## src/shared/svtm_pkg.sv

```systemverilog
// Constants, types and helpers for the supply throttle monitor
// Assumes one clock domain and 32-bit AHB-Lite register access
package svtm_pkg;
  // Structure
  localparam int SVTM_NUM_INST = 2;
  localparam int SVTM_CLK_MHZ = 200;
  localparam int SVTM_ADC_W = 10;
  localparam int SVTM_SMP_W = 8;
  localparam int SVTM_FRAC = 6;
  localparam int SVTM_ACC_W = SVTM_SMP_W + SVTM_FRAC;
  localparam int SVTM_SHIFT_W4 = 2;
  localparam int SVTM_SHIFT_W64 = 6;
  // Per-instance register offsets inside a 32-byte slot
  localparam logic [4:0] SVTM_OFF_CTRL = 5'h00;
  localparam logic [4:0] SVTM_OFF_TEST = 5'h04;
  localparam logic [4:0] SVTM_OFF_THRESH = 5'h08;
  localparam logic [4:0] SVTM_OFF_LPF1 = 5'h0c;
  localparam logic [4:0] SVTM_OFF_LPF2 = 5'h10;
  localparam logic [4:0] SVTM_OFF_DELAY = 5'h14;
  localparam int SVTM_INST_BIT = 5;
  // Shared register offsets
  localparam logic [7:0] SVTM_OFF_INT_STATUS = 8'h40;
  localparam logic [7:0] SVTM_OFF_INT_ENABLE = 8'h44;
  localparam logic [7:0] SVTM_OFF_PIN_CFG = 8'h48;
  // Control field positions
  localparam int SVTM_CTRL_DIS = 0;
  localparam int SVTM_CTRL_TSEL = 1;
  localparam int SVTM_CTRL_DSEL = 2;
  localparam int SVTM_CTRL_W4 = 4;
  // Reset values
  localparam logic [7:0] SVTM_CTRL_RST = 8'h00;
  localparam logic [7:0] SVTM_TEST_RST = 8'h00;
  localparam logic [15:0] SVTM_THRESH_RST = 16'hff00;
  localparam logic [15:0] SVTM_LPF_RST = 16'h0000;
  localparam logic [15:0] SVTM_DELAY_RST = 16'h0000;
  // Interrupt status layout: force bit, then four per instance
  localparam int SVTM_INT_W = 1 + 4 * SVTM_NUM_INST;
  localparam int SVTM_INT_FORCE = 0;
  localparam int SVTM_INT_LO_RISE = 0;
  localparam int SVTM_INT_HI_RISE = 1;
  localparam int SVTM_INT_LO_FALL = 2;
  localparam int SVTM_INT_HI_FALL = 3;
  // Pin function and data source selections
  typedef enum logic [1:0] {
    SVTM_ALT_GPIO = 2'b00,
    SVTM_ALT_IN = 2'b01,
    SVTM_ALT_IO = 2'b10,
    SVTM_ALT_RSVD = 2'b11
  } svtm_alt_t;
  typedef enum logic [1:0] {
    SVTM_DSEL_RAW = 2'b00,
    SVTM_DSEL_LPF1 = 2'b01,
    SVTM_DSEL_LPF2 = 2'b10,
    SVTM_DSEL_RSVD = 2'b11
  } svtm_dsel_t;

  // Running average on the full 8.6 accumulator
  function automatic logic [SVTM_ACC_W-1:0] svtm_lpf_step(
    input logic [SVTM_ACC_W-1:0] acc,
    input logic [SVTM_SMP_W-1:0] smp,
    input logic w4);
    logic [SVTM_ACC_W-1:0] full;
    full = {smp, {SVTM_FRAC{1'b0}}};
    if (w4) begin
      return acc - (acc >> SVTM_SHIFT_W4) + (full >> SVTM_SHIFT_W4);
    end
    return acc - (acc >> SVTM_SHIFT_W64) + (full >> SVTM_SHIFT_W64);
  endfunction
endpackage

```

## src/shared/svtm_inst_if.sv

```systemverilog
// Link between the register top and one monitor instance
// Assumes both ends share hclk; carries no clock of its own
`timescale 1ns/1ps
`default_nettype none
interface svtm_inst_if;
  import svtm_pkg::*;
  logic disable_inst;
  logic test_sel;
  svtm_dsel_t dsel;
  logic [1:0] lpf_w4;
  logic [15:0] lpf_rate [2];
  logic [7:0] lo_ref;
  logic [7:0] hi_ref;
  logic [7:0] test_data;
  logic [15:0] delay;
  logic [SVTM_ADC_W-1:0] sample;
  logic [SVTM_SMP_W-1:0] mon_data;
  logic cmp_hi;
  logic cmp_lo;
  logic thr;
  modport top (output disable_inst, test_sel, dsel, lpf_w4, lpf_rate,
               lo_ref, hi_ref, test_data, delay, sample,
               input mon_data, cmp_hi, cmp_lo, thr);
  modport inst (input disable_inst, test_sel, dsel, lpf_w4, lpf_rate,
                lo_ref, hi_ref, test_data, delay, sample,
                output mon_data, cmp_hi, cmp_lo, thr);
endinterface
`default_nettype wire

```

## src/hw/svtm_top.sv

```systemverilog
// Register top of the supply throttle monitor with its instances
// Assumes one AHB-Lite master, single word transfers, one clock
//
// Decided for this implementation: register access over AHB-Lite and the placing of the registers.
`timescale 1ns/1ps
`default_nettype none
module svtm_top (
  // Clock and reset
  input wire logic hclk,
  input wire logic hresetn,
  // AHB-Lite slave port
  input wire logic hsel,
  input wire logic [31:0] haddr,
  input wire logic [1:0] htrans,
  input wire logic hwrite,
  input wire logic [2:0] hsize,
  input wire logic [31:0] hwdata,
  input wire logic hready,
  output logic hreadyout,
  output logic [31:0] hrdata,
  output logic hresp,
  // Converter samples, one ten-bit field per instance
  input wire logic [svtm_pkg::SVTM_NUM_INST*svtm_pkg::SVTM_ADC_W-1:0]
    supply_sense_inputs,
  // Throttle sources
  input wire logic override_input_pin_n,
  input wire logic pwm_force_n,
  input wire logic duty_limit_flag,
  // Open-drain throttle pin and combined level
  input wire logic throttle_pin_in,
  output logic throttle_pin_out,
  output logic throttle_pin_oe,
  output logic throttle_n,
  // Interrupt
  output logic guard_interrupt
);
  import svtm_pkg::*;
  localparam int NI = SVTM_NUM_INST;

  logic [7:0] ctrl_reg [NI];
  logic [7:0] test_reg [NI];
  logic [15:0] thresh_reg [NI];
  logic [15:0] lpf1_reg [NI];
  logic [15:0] lpf2_reg [NI];
  logic [15:0] delay_reg [NI];
  logic [SVTM_INT_W-1:0] int_status_reg;
  logic [SVTM_INT_W-1:0] int_enable_reg;
  logic [SVTM_INT_W-1:0] int_set;
  logic [SVTM_INT_W-1:0] int_clr;
  svtm_alt_t alt_reg;
  logic pin_mon_reg;
  logic accept;
  logic wr_pend_reg;
  logic rd_pend_reg;
  logic [7:0] addr_reg;
  logic hreadyout_reg;
  logic [31:0] hrdata_reg;
  logic [31:0] rd_val;
  logic [NI-1:0] cmp_hi_v;
  logic [NI-1:0] cmp_lo_v;
  logic [NI-1:0] thr_v;
  logic [7:0] mon_v [NI];
  logic [NI-1:0] cmp_hi_d_reg;
  logic [NI-1:0] cmp_lo_d_reg;
  logic force_d_reg;
  logic throttle_act;
  logic throttle_n_reg;
  logic pin_oe_reg;
  logic irq_reg;

  // Address falls in the slot of instance i
  function automatic logic in_inst(input logic [7:0] a, input int i);
    return (a[7:6] == 2'b00) && (a[SVTM_INST_BIT] == i[0]);
  endfunction

  // Monitor instances, each tied to its own sample channel
  for (genvar i = 0; i < NI; i++) begin : g_inst
    svtm_inst_if lk ();
    assign lk.disable_inst = ctrl_reg[i][SVTM_CTRL_DIS];
    assign lk.test_sel = ctrl_reg[i][SVTM_CTRL_TSEL];
    assign lk.dsel = svtm_dsel_t'(ctrl_reg[i][SVTM_CTRL_DSEL +: 2]);
    assign lk.lpf_w4 = ctrl_reg[i][SVTM_CTRL_W4 +: 2];
    assign lk.lpf_rate[0] = lpf1_reg[i];
    assign lk.lpf_rate[1] = lpf2_reg[i];
    assign lk.lo_ref = thresh_reg[i][7:0];
    assign lk.hi_ref = thresh_reg[i][15:8];
    assign lk.test_data = test_reg[i];
    assign lk.delay = delay_reg[i];
    assign lk.sample =
      supply_sense_inputs[i*SVTM_ADC_W +: SVTM_ADC_W];
    assign cmp_hi_v[i] = lk.cmp_hi;
    assign cmp_lo_v[i] = lk.cmp_lo;
    assign thr_v[i] = lk.thr;
    assign mon_v[i] = lk.mon_data;
    svtm_inst u_inst (
      .hclk(hclk),
      .hresetn(hresetn),
      .lk(lk)
    );
  end

  // Bus front end; reads take one wait state so data leaves a flop
  assign accept = hsel && htrans[1] && hready;
  always_ff @(posedge hclk or negedge hresetn) begin
    if (!hresetn) begin
      wr_pend_reg <= 1'b0;
      rd_pend_reg <= 1'b0;
      addr_reg <= 8'h00;
      hreadyout_reg <= 1'b1;
      hrdata_reg <= 32'h0000_0000;
    end else begin
      wr_pend_reg <= accept && hwrite;
      rd_pend_reg <= accept && !hwrite;
      hreadyout_reg <= !(accept && !hwrite);
      if (accept) begin
        addr_reg <= haddr[7:0];
      end
      if (rd_pend_reg) begin
        hrdata_reg <= rd_val;
      end
    end
  end

  // Per-instance configuration writes
  always_ff @(posedge hclk or negedge hresetn) begin
    if (!hresetn) begin
      for (int i = 0; i < NI; i++) begin
        ctrl_reg[i] <= SVTM_CTRL_RST;
        test_reg[i] <= SVTM_TEST_RST;
        thresh_reg[i] <= SVTM_THRESH_RST;
        lpf1_reg[i] <= SVTM_LPF_RST;
        lpf2_reg[i] <= SVTM_LPF_RST;
        delay_reg[i] <= SVTM_DELAY_RST;
      end
    end else if (wr_pend_reg) begin
      for (int i = 0; i < NI; i++) begin
        if (in_inst(addr_reg, i)) begin
          case (addr_reg[4:0])
            SVTM_OFF_CTRL: ctrl_reg[i] <= hwdata[7:0];
            SVTM_OFF_TEST: test_reg[i] <= hwdata[7:0];
            SVTM_OFF_THRESH: thresh_reg[i] <= hwdata[15:0];
            SVTM_OFF_LPF1: lpf1_reg[i] <= hwdata[15:0];
            SVTM_OFF_LPF2: lpf2_reg[i] <= hwdata[15:0];
            SVTM_OFF_DELAY: delay_reg[i] <= hwdata[15:0];
            default: ;
          endcase
        end
      end
    end
  end

  // Shared configuration writes
  always_ff @(posedge hclk or negedge hresetn) begin
    if (!hresetn) begin
      int_enable_reg <= '0;
      alt_reg <= SVTM_ALT_GPIO;
    end else if (wr_pend_reg) begin
      if (addr_reg == SVTM_OFF_INT_ENABLE) begin
        int_enable_reg <= hwdata[SVTM_INT_W-1:0];
      end
      if (addr_reg == SVTM_OFF_PIN_CFG) begin
        alt_reg <= svtm_alt_t'(hwdata[1:0]);
      end
    end
  end

  // Event edges from force input and each comparator
  always_comb begin
    int_set = '0;
    int_set[SVTM_INT_FORCE] = !pwm_force_n && !force_d_reg;
    for (int i = 0; i < NI; i++) begin
      int_set[1 + 4*i + SVTM_INT_LO_RISE] =
        cmp_lo_v[i] && !cmp_lo_d_reg[i];
      int_set[1 + 4*i + SVTM_INT_HI_RISE] =
        cmp_hi_v[i] && !cmp_hi_d_reg[i];
      int_set[1 + 4*i + SVTM_INT_LO_FALL] =
        !cmp_lo_v[i] && cmp_lo_d_reg[i];
      int_set[1 + 4*i + SVTM_INT_HI_FALL] =
        !cmp_hi_v[i] && cmp_hi_d_reg[i];
    end
  end
  assign int_clr = (wr_pend_reg && addr_reg == SVTM_OFF_INT_STATUS) ?
                   hwdata[SVTM_INT_W-1:0] : '0;

  // Sticky status, write one to clear; a new event beats the clear
  always_ff @(posedge hclk or negedge hresetn) begin
    if (!hresetn) begin
      int_status_reg <= '0;
      force_d_reg <= 1'b0;
      cmp_hi_d_reg <= '0;
      cmp_lo_d_reg <= '0;
    end else begin
      int_status_reg <= (int_status_reg & ~int_clr) | int_set;
      force_d_reg <= !pwm_force_n;
      cmp_hi_d_reg <= cmp_hi_v;
      cmp_lo_d_reg <= cmp_lo_v;
    end
  end

  // Interrupt line
  always_ff @(posedge hclk or negedge hresetn) begin
    if (!hresetn) begin
      irq_reg <= 1'b0;
    end else begin
      irq_reg <= |(int_status_reg & int_enable_reg);
    end
  end

  // All throttle sources merged; override needs no register setup at throttle_n, the pin is driven only in the two-way option
  assign throttle_act = !override_input_pin_n
                      || !pwm_force_n
                      || duty_limit_flag
                      || (|thr_v);
  always_ff @(posedge hclk or negedge hresetn) begin
    if (!hresetn) begin
      throttle_n_reg <= 1'b1;
      pin_oe_reg <= 1'b0;
    end else begin
      throttle_n_reg <= !throttle_act;
      pin_oe_reg <= throttle_act && (alt_reg == SVTM_ALT_IO);
    end
  end

  // Pin level is tracked only when the pin belongs to this block
  always_ff @(posedge hclk or negedge hresetn) begin
    if (!hresetn) begin
      pin_mon_reg <= 1'b1;
    end else if (alt_reg == SVTM_ALT_IN || alt_reg == SVTM_ALT_IO) begin
      pin_mon_reg <= throttle_pin_in;
    end
  end

  // Read mux on the latched address; unmapped words read zero
  always_comb begin
    rd_val = 32'h0000_0000;
    for (int i = 0; i < NI; i++) begin
      if (in_inst(addr_reg, i)) begin
        case (addr_reg[4:0])
          SVTM_OFF_CTRL: rd_val = {24'h000000, ctrl_reg[i]};
          SVTM_OFF_TEST: rd_val = {14'h0000, cmp_lo_v[i], cmp_hi_v[i],
                                   mon_v[i], test_reg[i]};
          SVTM_OFF_THRESH: rd_val = {16'h0000, thresh_reg[i]};
          SVTM_OFF_LPF1: rd_val = {16'h0000, lpf1_reg[i]};
          SVTM_OFF_LPF2: rd_val = {16'h0000, lpf2_reg[i]};
          SVTM_OFF_DELAY: rd_val = {16'h0000, delay_reg[i]};
          default: ;
        endcase
      end
    end
    if (addr_reg == SVTM_OFF_INT_STATUS) begin
      rd_val[SVTM_INT_W-1:0] = int_status_reg;
    end
    if (addr_reg == SVTM_OFF_INT_ENABLE) begin
      rd_val[SVTM_INT_W-1:0] = int_enable_reg;
    end
    if (addr_reg == SVTM_OFF_PIN_CFG) begin
      rd_val = {28'h0000000, throttle_n_reg, pin_mon_reg, alt_reg};
    end
  end

  // Outputs from flops, hresp tied low; open-drain data equals the level
  assign hreadyout = hreadyout_reg;
  assign hrdata = hrdata_reg;
  assign hresp = 1'b0;
  assign throttle_n = throttle_n_reg;
  assign throttle_pin_out = throttle_n_reg;
  assign throttle_pin_oe = pin_oe_reg;
  assign guard_interrupt = irq_reg;
endmodule
`default_nettype wire

```

## src/hw/svtm_inst.sv

```systemverilog
// One supply monitor: input select, two filters, mux, compare, delay
// Assumes configuration is held steady by the register top
`timescale 1ns/1ps
`default_nettype none
module svtm_inst (
  // Clock and reset
  input wire logic hclk,
  input wire logic hresetn,
  // Configuration and status link
  svtm_inst_if.inst lk
);
  import svtm_pkg::*;

  logic [SVTM_SMP_W-1:0] front;
  logic [SVTM_SMP_W-1:0] fin [2];
  logic [SVTM_ACC_W-1:0] acc_reg [2];
  logic [15:0] div_reg [2];
  logic [SVTM_SMP_W-1:0] sel_data;
  logic [SVTM_SMP_W-1:0] data_reg;
  logic [1:0] cmp_reg;
  logic [15:0] tmr_reg [2];
  logic [1:0] del;
  logic thr_reg;

  // Test data or the top eight converter bits
  assign front = lk.test_sel ? lk.test_data :
                 lk.sample[SVTM_ADC_W-1 -: SVTM_SMP_W];
  assign fin[0] = front;
  assign fin[1] = acc_reg[0][SVTM_ACC_W-1 -: SVTM_SMP_W];

  // Cascaded first-order stages, each on its own rate divider
  for (genvar f = 0; f < 2; f++) begin : g_lpf
    always_ff @(posedge hclk or negedge hresetn) begin
      if (!hresetn) begin
        div_reg[f] <= 16'h0000;
        acc_reg[f] <= '0;
      end else if (lk.disable_inst) begin
        div_reg[f] <= 16'h0000;
        acc_reg[f] <= '0;
      end else if (div_reg[f] >= lk.lpf_rate[f]) begin
        div_reg[f] <= 16'h0000;
        acc_reg[f] <= svtm_lpf_step(acc_reg[f], fin[f],
                                    lk.lpf_w4[f]);
      end else begin
        div_reg[f] <= div_reg[f] + 16'h0001;
      end
    end
  end

  // Source for the comparators; reserved code falls to the last stage
  always_comb begin
    unique case (lk.dsel)
      SVTM_DSEL_RAW: sel_data = front;
      SVTM_DSEL_LPF1: sel_data = fin[1];
      default: sel_data = acc_reg[1][SVTM_ACC_W-1 -: SVTM_SMP_W];
    endcase
  end

  // Registered comparators against both references
  always_ff @(posedge hclk or negedge hresetn) begin
    if (!hresetn) begin
      data_reg <= 8'h00;
      cmp_reg <= 2'b00;
    end else if (lk.disable_inst) begin
      data_reg <= 8'h00;
      cmp_reg <= 2'b00;
    end else begin
      data_reg <= sel_data;
      cmp_reg[1] <= (sel_data >= lk.hi_ref);
      cmp_reg[0] <= (sel_data <= lk.lo_ref);
    end
  end

  // Qualification timers; release is immediate so recovery is fast
  for (genvar c = 0; c < 2; c++) begin : g_tmr
    always_ff @(posedge hclk or negedge hresetn) begin
      if (!hresetn) begin
        tmr_reg[c] <= 16'h0000;
      end else if (!cmp_reg[c] || lk.disable_inst) begin
        tmr_reg[c] <= 16'h0000;
      end else if (tmr_reg[c] < lk.delay) begin
        tmr_reg[c] <= tmr_reg[c] + 16'h0001;
      end
    end
    assign del[c] = cmp_reg[c] && (tmr_reg[c] >= lk.delay);
  end

  // Instance throttle contribution
  always_ff @(posedge hclk or negedge hresetn) begin
    if (!hresetn) begin
      thr_reg <= 1'b0;
    end else begin
      thr_reg <= !lk.disable_inst && (|del);
    end
  end

  assign lk.mon_data = data_reg;
  assign lk.cmp_hi = cmp_reg[1];
  assign lk.cmp_lo = cmp_reg[0];
  assign lk.thr = thr_reg;
endmodule
`default_nettype wire

```

## config.mk

```make
export PLATFORM = sky130hd
export DESIGN_NAME = svtm_top
export DESIGN_NICKNAME = d
export VERILOG_FILES = /design/src/shared/svtm_pkg.sv /design/src/shared/svtm_inst_if.sv /design/src/hw/svtm_top.sv /design/src/hw/svtm_inst.sv
export SDC_FILE = /design/constraint.sdc
export NUM_CORES = 1
export LEC_CHECK = 0
export BUFFER_PORTS_ARGS = -buffer_cell sky130_fd_sc_hd__buf_2
export CAP_MARGIN = 20
export CORE_MARGIN = 5
export CORE_UTILIZATION = 40
export DETAILED_ROUTE_END_ITERATION = 12
export GPL_TIMING_DRIVEN = 0
export SLEW_MARGIN = 0
export SYNTH_ARGS = -nofsm -noshare
export SYNTH_HDL_FRONTEND = slang
export SYNTH_SLANG_ARGS = --single-unit
```

## constraint.sdc

```tcl
create_clock -name hclk -period 10.7 [get_ports hclk]
set_input_delay 1.07 -clock hclk [delete_from_list [all_inputs] [get_ports hclk]]
set_output_delay 1.07 -clock hclk [all_outputs]
set_load 0.01 [all_outputs]
```

==> out/results.ini <==
[run_status]
status=finished, final reports clean

[synth]
yosysUniqueCellTypes=87
ys_async_sr_fraction=1.00
synth_edf_count=0
synth-main-ff-cell=dfrtp_1
synth_area_um2=29800
synth_area_per_cell_um2=9.43
synth_seq_cells=424
synth_cells=3162
ys_warn_count=0
ys_seq_area_frac=0.357

[placed_design]
gp_congestion=0.923
dpl.hpwl_mm=66.5
port_buffers=71

[setup_path]
worstPathArrival_ns=4.73
critical_path_class=reg2reg
endpoint_kind=flop
worstPathRequired_ns=11.19
rrSetupSlack_ns=6.46
start_kind=flop
path_max_fanout=10

[sta]
post-route-min-period_ns=4.24
period_share=0.396
setup_viol=0
tns_ns=0
rsz0062_at_grt=no
fmaxAchievable_ghz=0.236
worst_pin_slew_ns=1.10
hold_viol=0
finClkSkew_ns=0.0166
finalMaxSlewViolations=0
slew_headroom=0.269

[drt]
antenna_left=0
wl_per_cell_um=20.4
drtIter0Drc=1950
first_pass_iters=6
totalWireLength_mm=87.7
vias_per_cell=5.51
vias=23700
drc_errors=0

[clock_tree]
cts_post_setup_buffers_inserted=0
worstSkewPairLatency_ns=0.60
cts_tree=yes
clk_pin_slew_ns=0.06
cts-root-buf=clkbuf_16
cts_num_sinks=424
cts-resized-gates=0
htreeDepth=2
cts_buffer_depth=3
cts_hold_buffers=0
cts_inserted_buffers=50

[power_and_ir_drop]
p_total_mw=7.41
power_density_nw_per_um2=223
leakage_nw=15.9
ir_worst_vdd_uv=128

[global_routing]
antenna_found_initial=3
grt_pass1_wl_mm=137
grt_pass1_vias=23100
grt_usage=0.215
grt_max_degree=117
grt.overflow.total=0

[worst_hold_path]
min_path_type=reg2reg

[die]
chipWidth_um=283
fp-row-count=100
ioPinCount=136
initial_core_util=0.402
die-area_um2=80100
core_area_um2=74200
die-height_um=283

[cells_and_area]
syn_to_final_growth_pct=11.7
fillers=7152
layout-drive-gt1-share=0.114
final_net_count=3757

[job]
maxCapViolations=0

## layer usage
layer  wire length [µm]  vias up  global-route usage
li1                   -    11300                   -
met1              40800    11500               0.310
met2              38300      761               0.331
met3               6290      145              0.0443
met4               2280        2              0.0534
met5                 19        -                   0
## cell usage in the layout, fill, tap and decap left out, types with 19 or more instances in the layout
| master | synthesis | layout |
|---|---|---|
| and2_1 | 22 | 22 |
| mux2_1 | 36 | 36 |
| a22oi_1 | 29 | 29 |
| nand3_1 | 110 | 110 |
| dfrtp_1 | 405 | 405 |
| inv_1 | 365 | 365 |
| a211oi_1 | 41 | 41 |
| clkbuf_16 | 0 | 53 |
| ha_1 | 289 | 289 |
| nor3_1 | 34 | 34 |
| fa_1 | 68 | 68 |
| o21ai_1 | 24 | 24 |
| xnor2_1 | 94 | 94 |
| xor2_1 | 57 | 57 |
| buf_2 | 19 | 89 |
| dfstp_2 | 19 | 19 |
| and3_1 | 44 | 44 |
| nand2_1 | 241 | 241 |
| nor2b_1 | 30 | 30 |
| mux2i_1 | 57 | 57 |
| o21ai_0 | 120 | 120 |
| nand4_1 | 31 | 31 |
| a21oi_1 | 144 | 144 |
| nor2_1 | 248 | 248 |
| or3_1 | 28 | 28 |
| a21o_1 | 61 | 61 |
| o21a_1 | 24 | 24 |
| mux2_2 | 137 | 137 |
| nand2b_1 | 19 | 19 |
| clkbuf_1 | 83 | 88 |
## worst max-delay path, cell delays in order (launching register included)
cell      delay (ns)
dfrtp_1         0.32
clkbuf_1        0.52
mux2i_1         0.58
fa_1            0.54
inv_1           0.08
ha_1            0.22
a21oi_1         0.25
o211ai_1        0.17
o41a_1          0.39
a221o_1         0.37
a41oi_2         0.24
xnor2_1         0.20
nand4_1         0.13
o311ai_1        0.13
## worst paths after layout
kind	depth (start not counted)	to	from
max in group asynchronous	3	g_inst[1].u_inst.acc_reg[8]	hresetn
min reg2reg	1	throttle_n	g_inst[1].u_inst.lk.thr
min	1	throttle_n	g_inst[1].u_inst.lk.thr
max	13	g_inst[1].u_inst.acc_reg[27]	ctrl_reg[1]
max reg2reg	13	g_inst[1].u_inst.acc_reg[27]	ctrl_reg[1]
min in group asynchronous	1	g_inst[0].u_inst.tmr_reg[29]	hresetn
## layout make-up
cell class | count | area, µm² | area share
multi-input combinational | 2259 | 17300 | 0.519
buffer | 126 | 564 | 0.0170
inverter | 367 | 1380 | 0.0414
sequential | 424 | 10600 | 0.320
clock buffer | 70 | 1510 | 0.0454
timing repair buffer | 74 | 448 | 0.0135
clock inverter | 17 | 245 | 0.00737
tap | 969 | 1210 | 0.0364
antenna | 3 | 7.51 | 0.000226
## through the flow
stage / util / setup slack (ns) / hold slack (ns) / area, µm² / instances
2_1_floorplan: - / 6.88 / 0.359 / 29900 / 3176
3_3_place_gp: 0.424 / -0.486 / 0.382 / 31400 / 4216
3_5_place_dp: 0.425 / 6.26 / 0.381 / 31500 / 4219
4_1_cts: 0.448 / 6.46 / 0.383 / 33300 / 4306
5_1_grt: 0.448 / 6.08 / 0.396 / 33300 / 4306
6_report: 0.449 / 6.46 / 0.381 / 33300 / 4309
## synthesized netlist by cell type (24+ instances only)
| library cell | count | area (µm²) |
|---|---|---|
| dfrtp_1 | 405 | 10100 |
| inv_1 | 365 | 1370 |
| ha_1 | 289 | 3620 |
| nor2_1 | 248 | 931 |
| nand2_1 | 241 | 905 |
| a21oi_1 | 144 | 721 |
| mux2_2 | 137 | 1540 |
| o21ai_0 | 120 | 601 |
| nand3_1 | 110 | 551 |
| xnor2_1 | 94 | 823 |
| clkbuf_1 | 83 | 312 |
| fa_1 | 68 | 1360 |
| a21o_1 | 61 | 458 |
| mux2i_1 | 57 | 571 |
| xor2_1 | 57 | 499 |
| and3_1 | 44 | 275 |
| a211oi_1 | 41 | 308 |
| mux2_1 | 36 | 405 |
| nor3_1 | 34 | 170 |
| nand4_1 | 31 | 194 |
| nor2b_1 | 30 | 188 |
| a22oi_1 | 29 | 218 |
| or3_1 | 28 | 175 |
| o21a_1 | 24 | 180 |
| o21ai_1 | 24 | 120 |
## power by group
group	internal, mW	switching, mW
Combinational	1.59	2.09
Clock	1.12	0.718
Sequential	1.74	0.154
Total	4.45	2.96
## logic make-up (layout without fill, tap and decap cells)
logic type / count (synthesis) / count (layout) / synth area share
simple gates: 862 / 862 / 0.137
compound gates: 644 / 644 / 0.145
buf+inv: 493 / 654 / 0.0652
flops: 424 / 424 / 0.357
fa+ha+maj: 357 / 357 / 0.167
mux: 230 / 230 / 0.0845
xor+xnor: 151 / 151 / 0.0444
other cells: 1 / 18 / 0.000126
(Power assumes the default switching activity.)
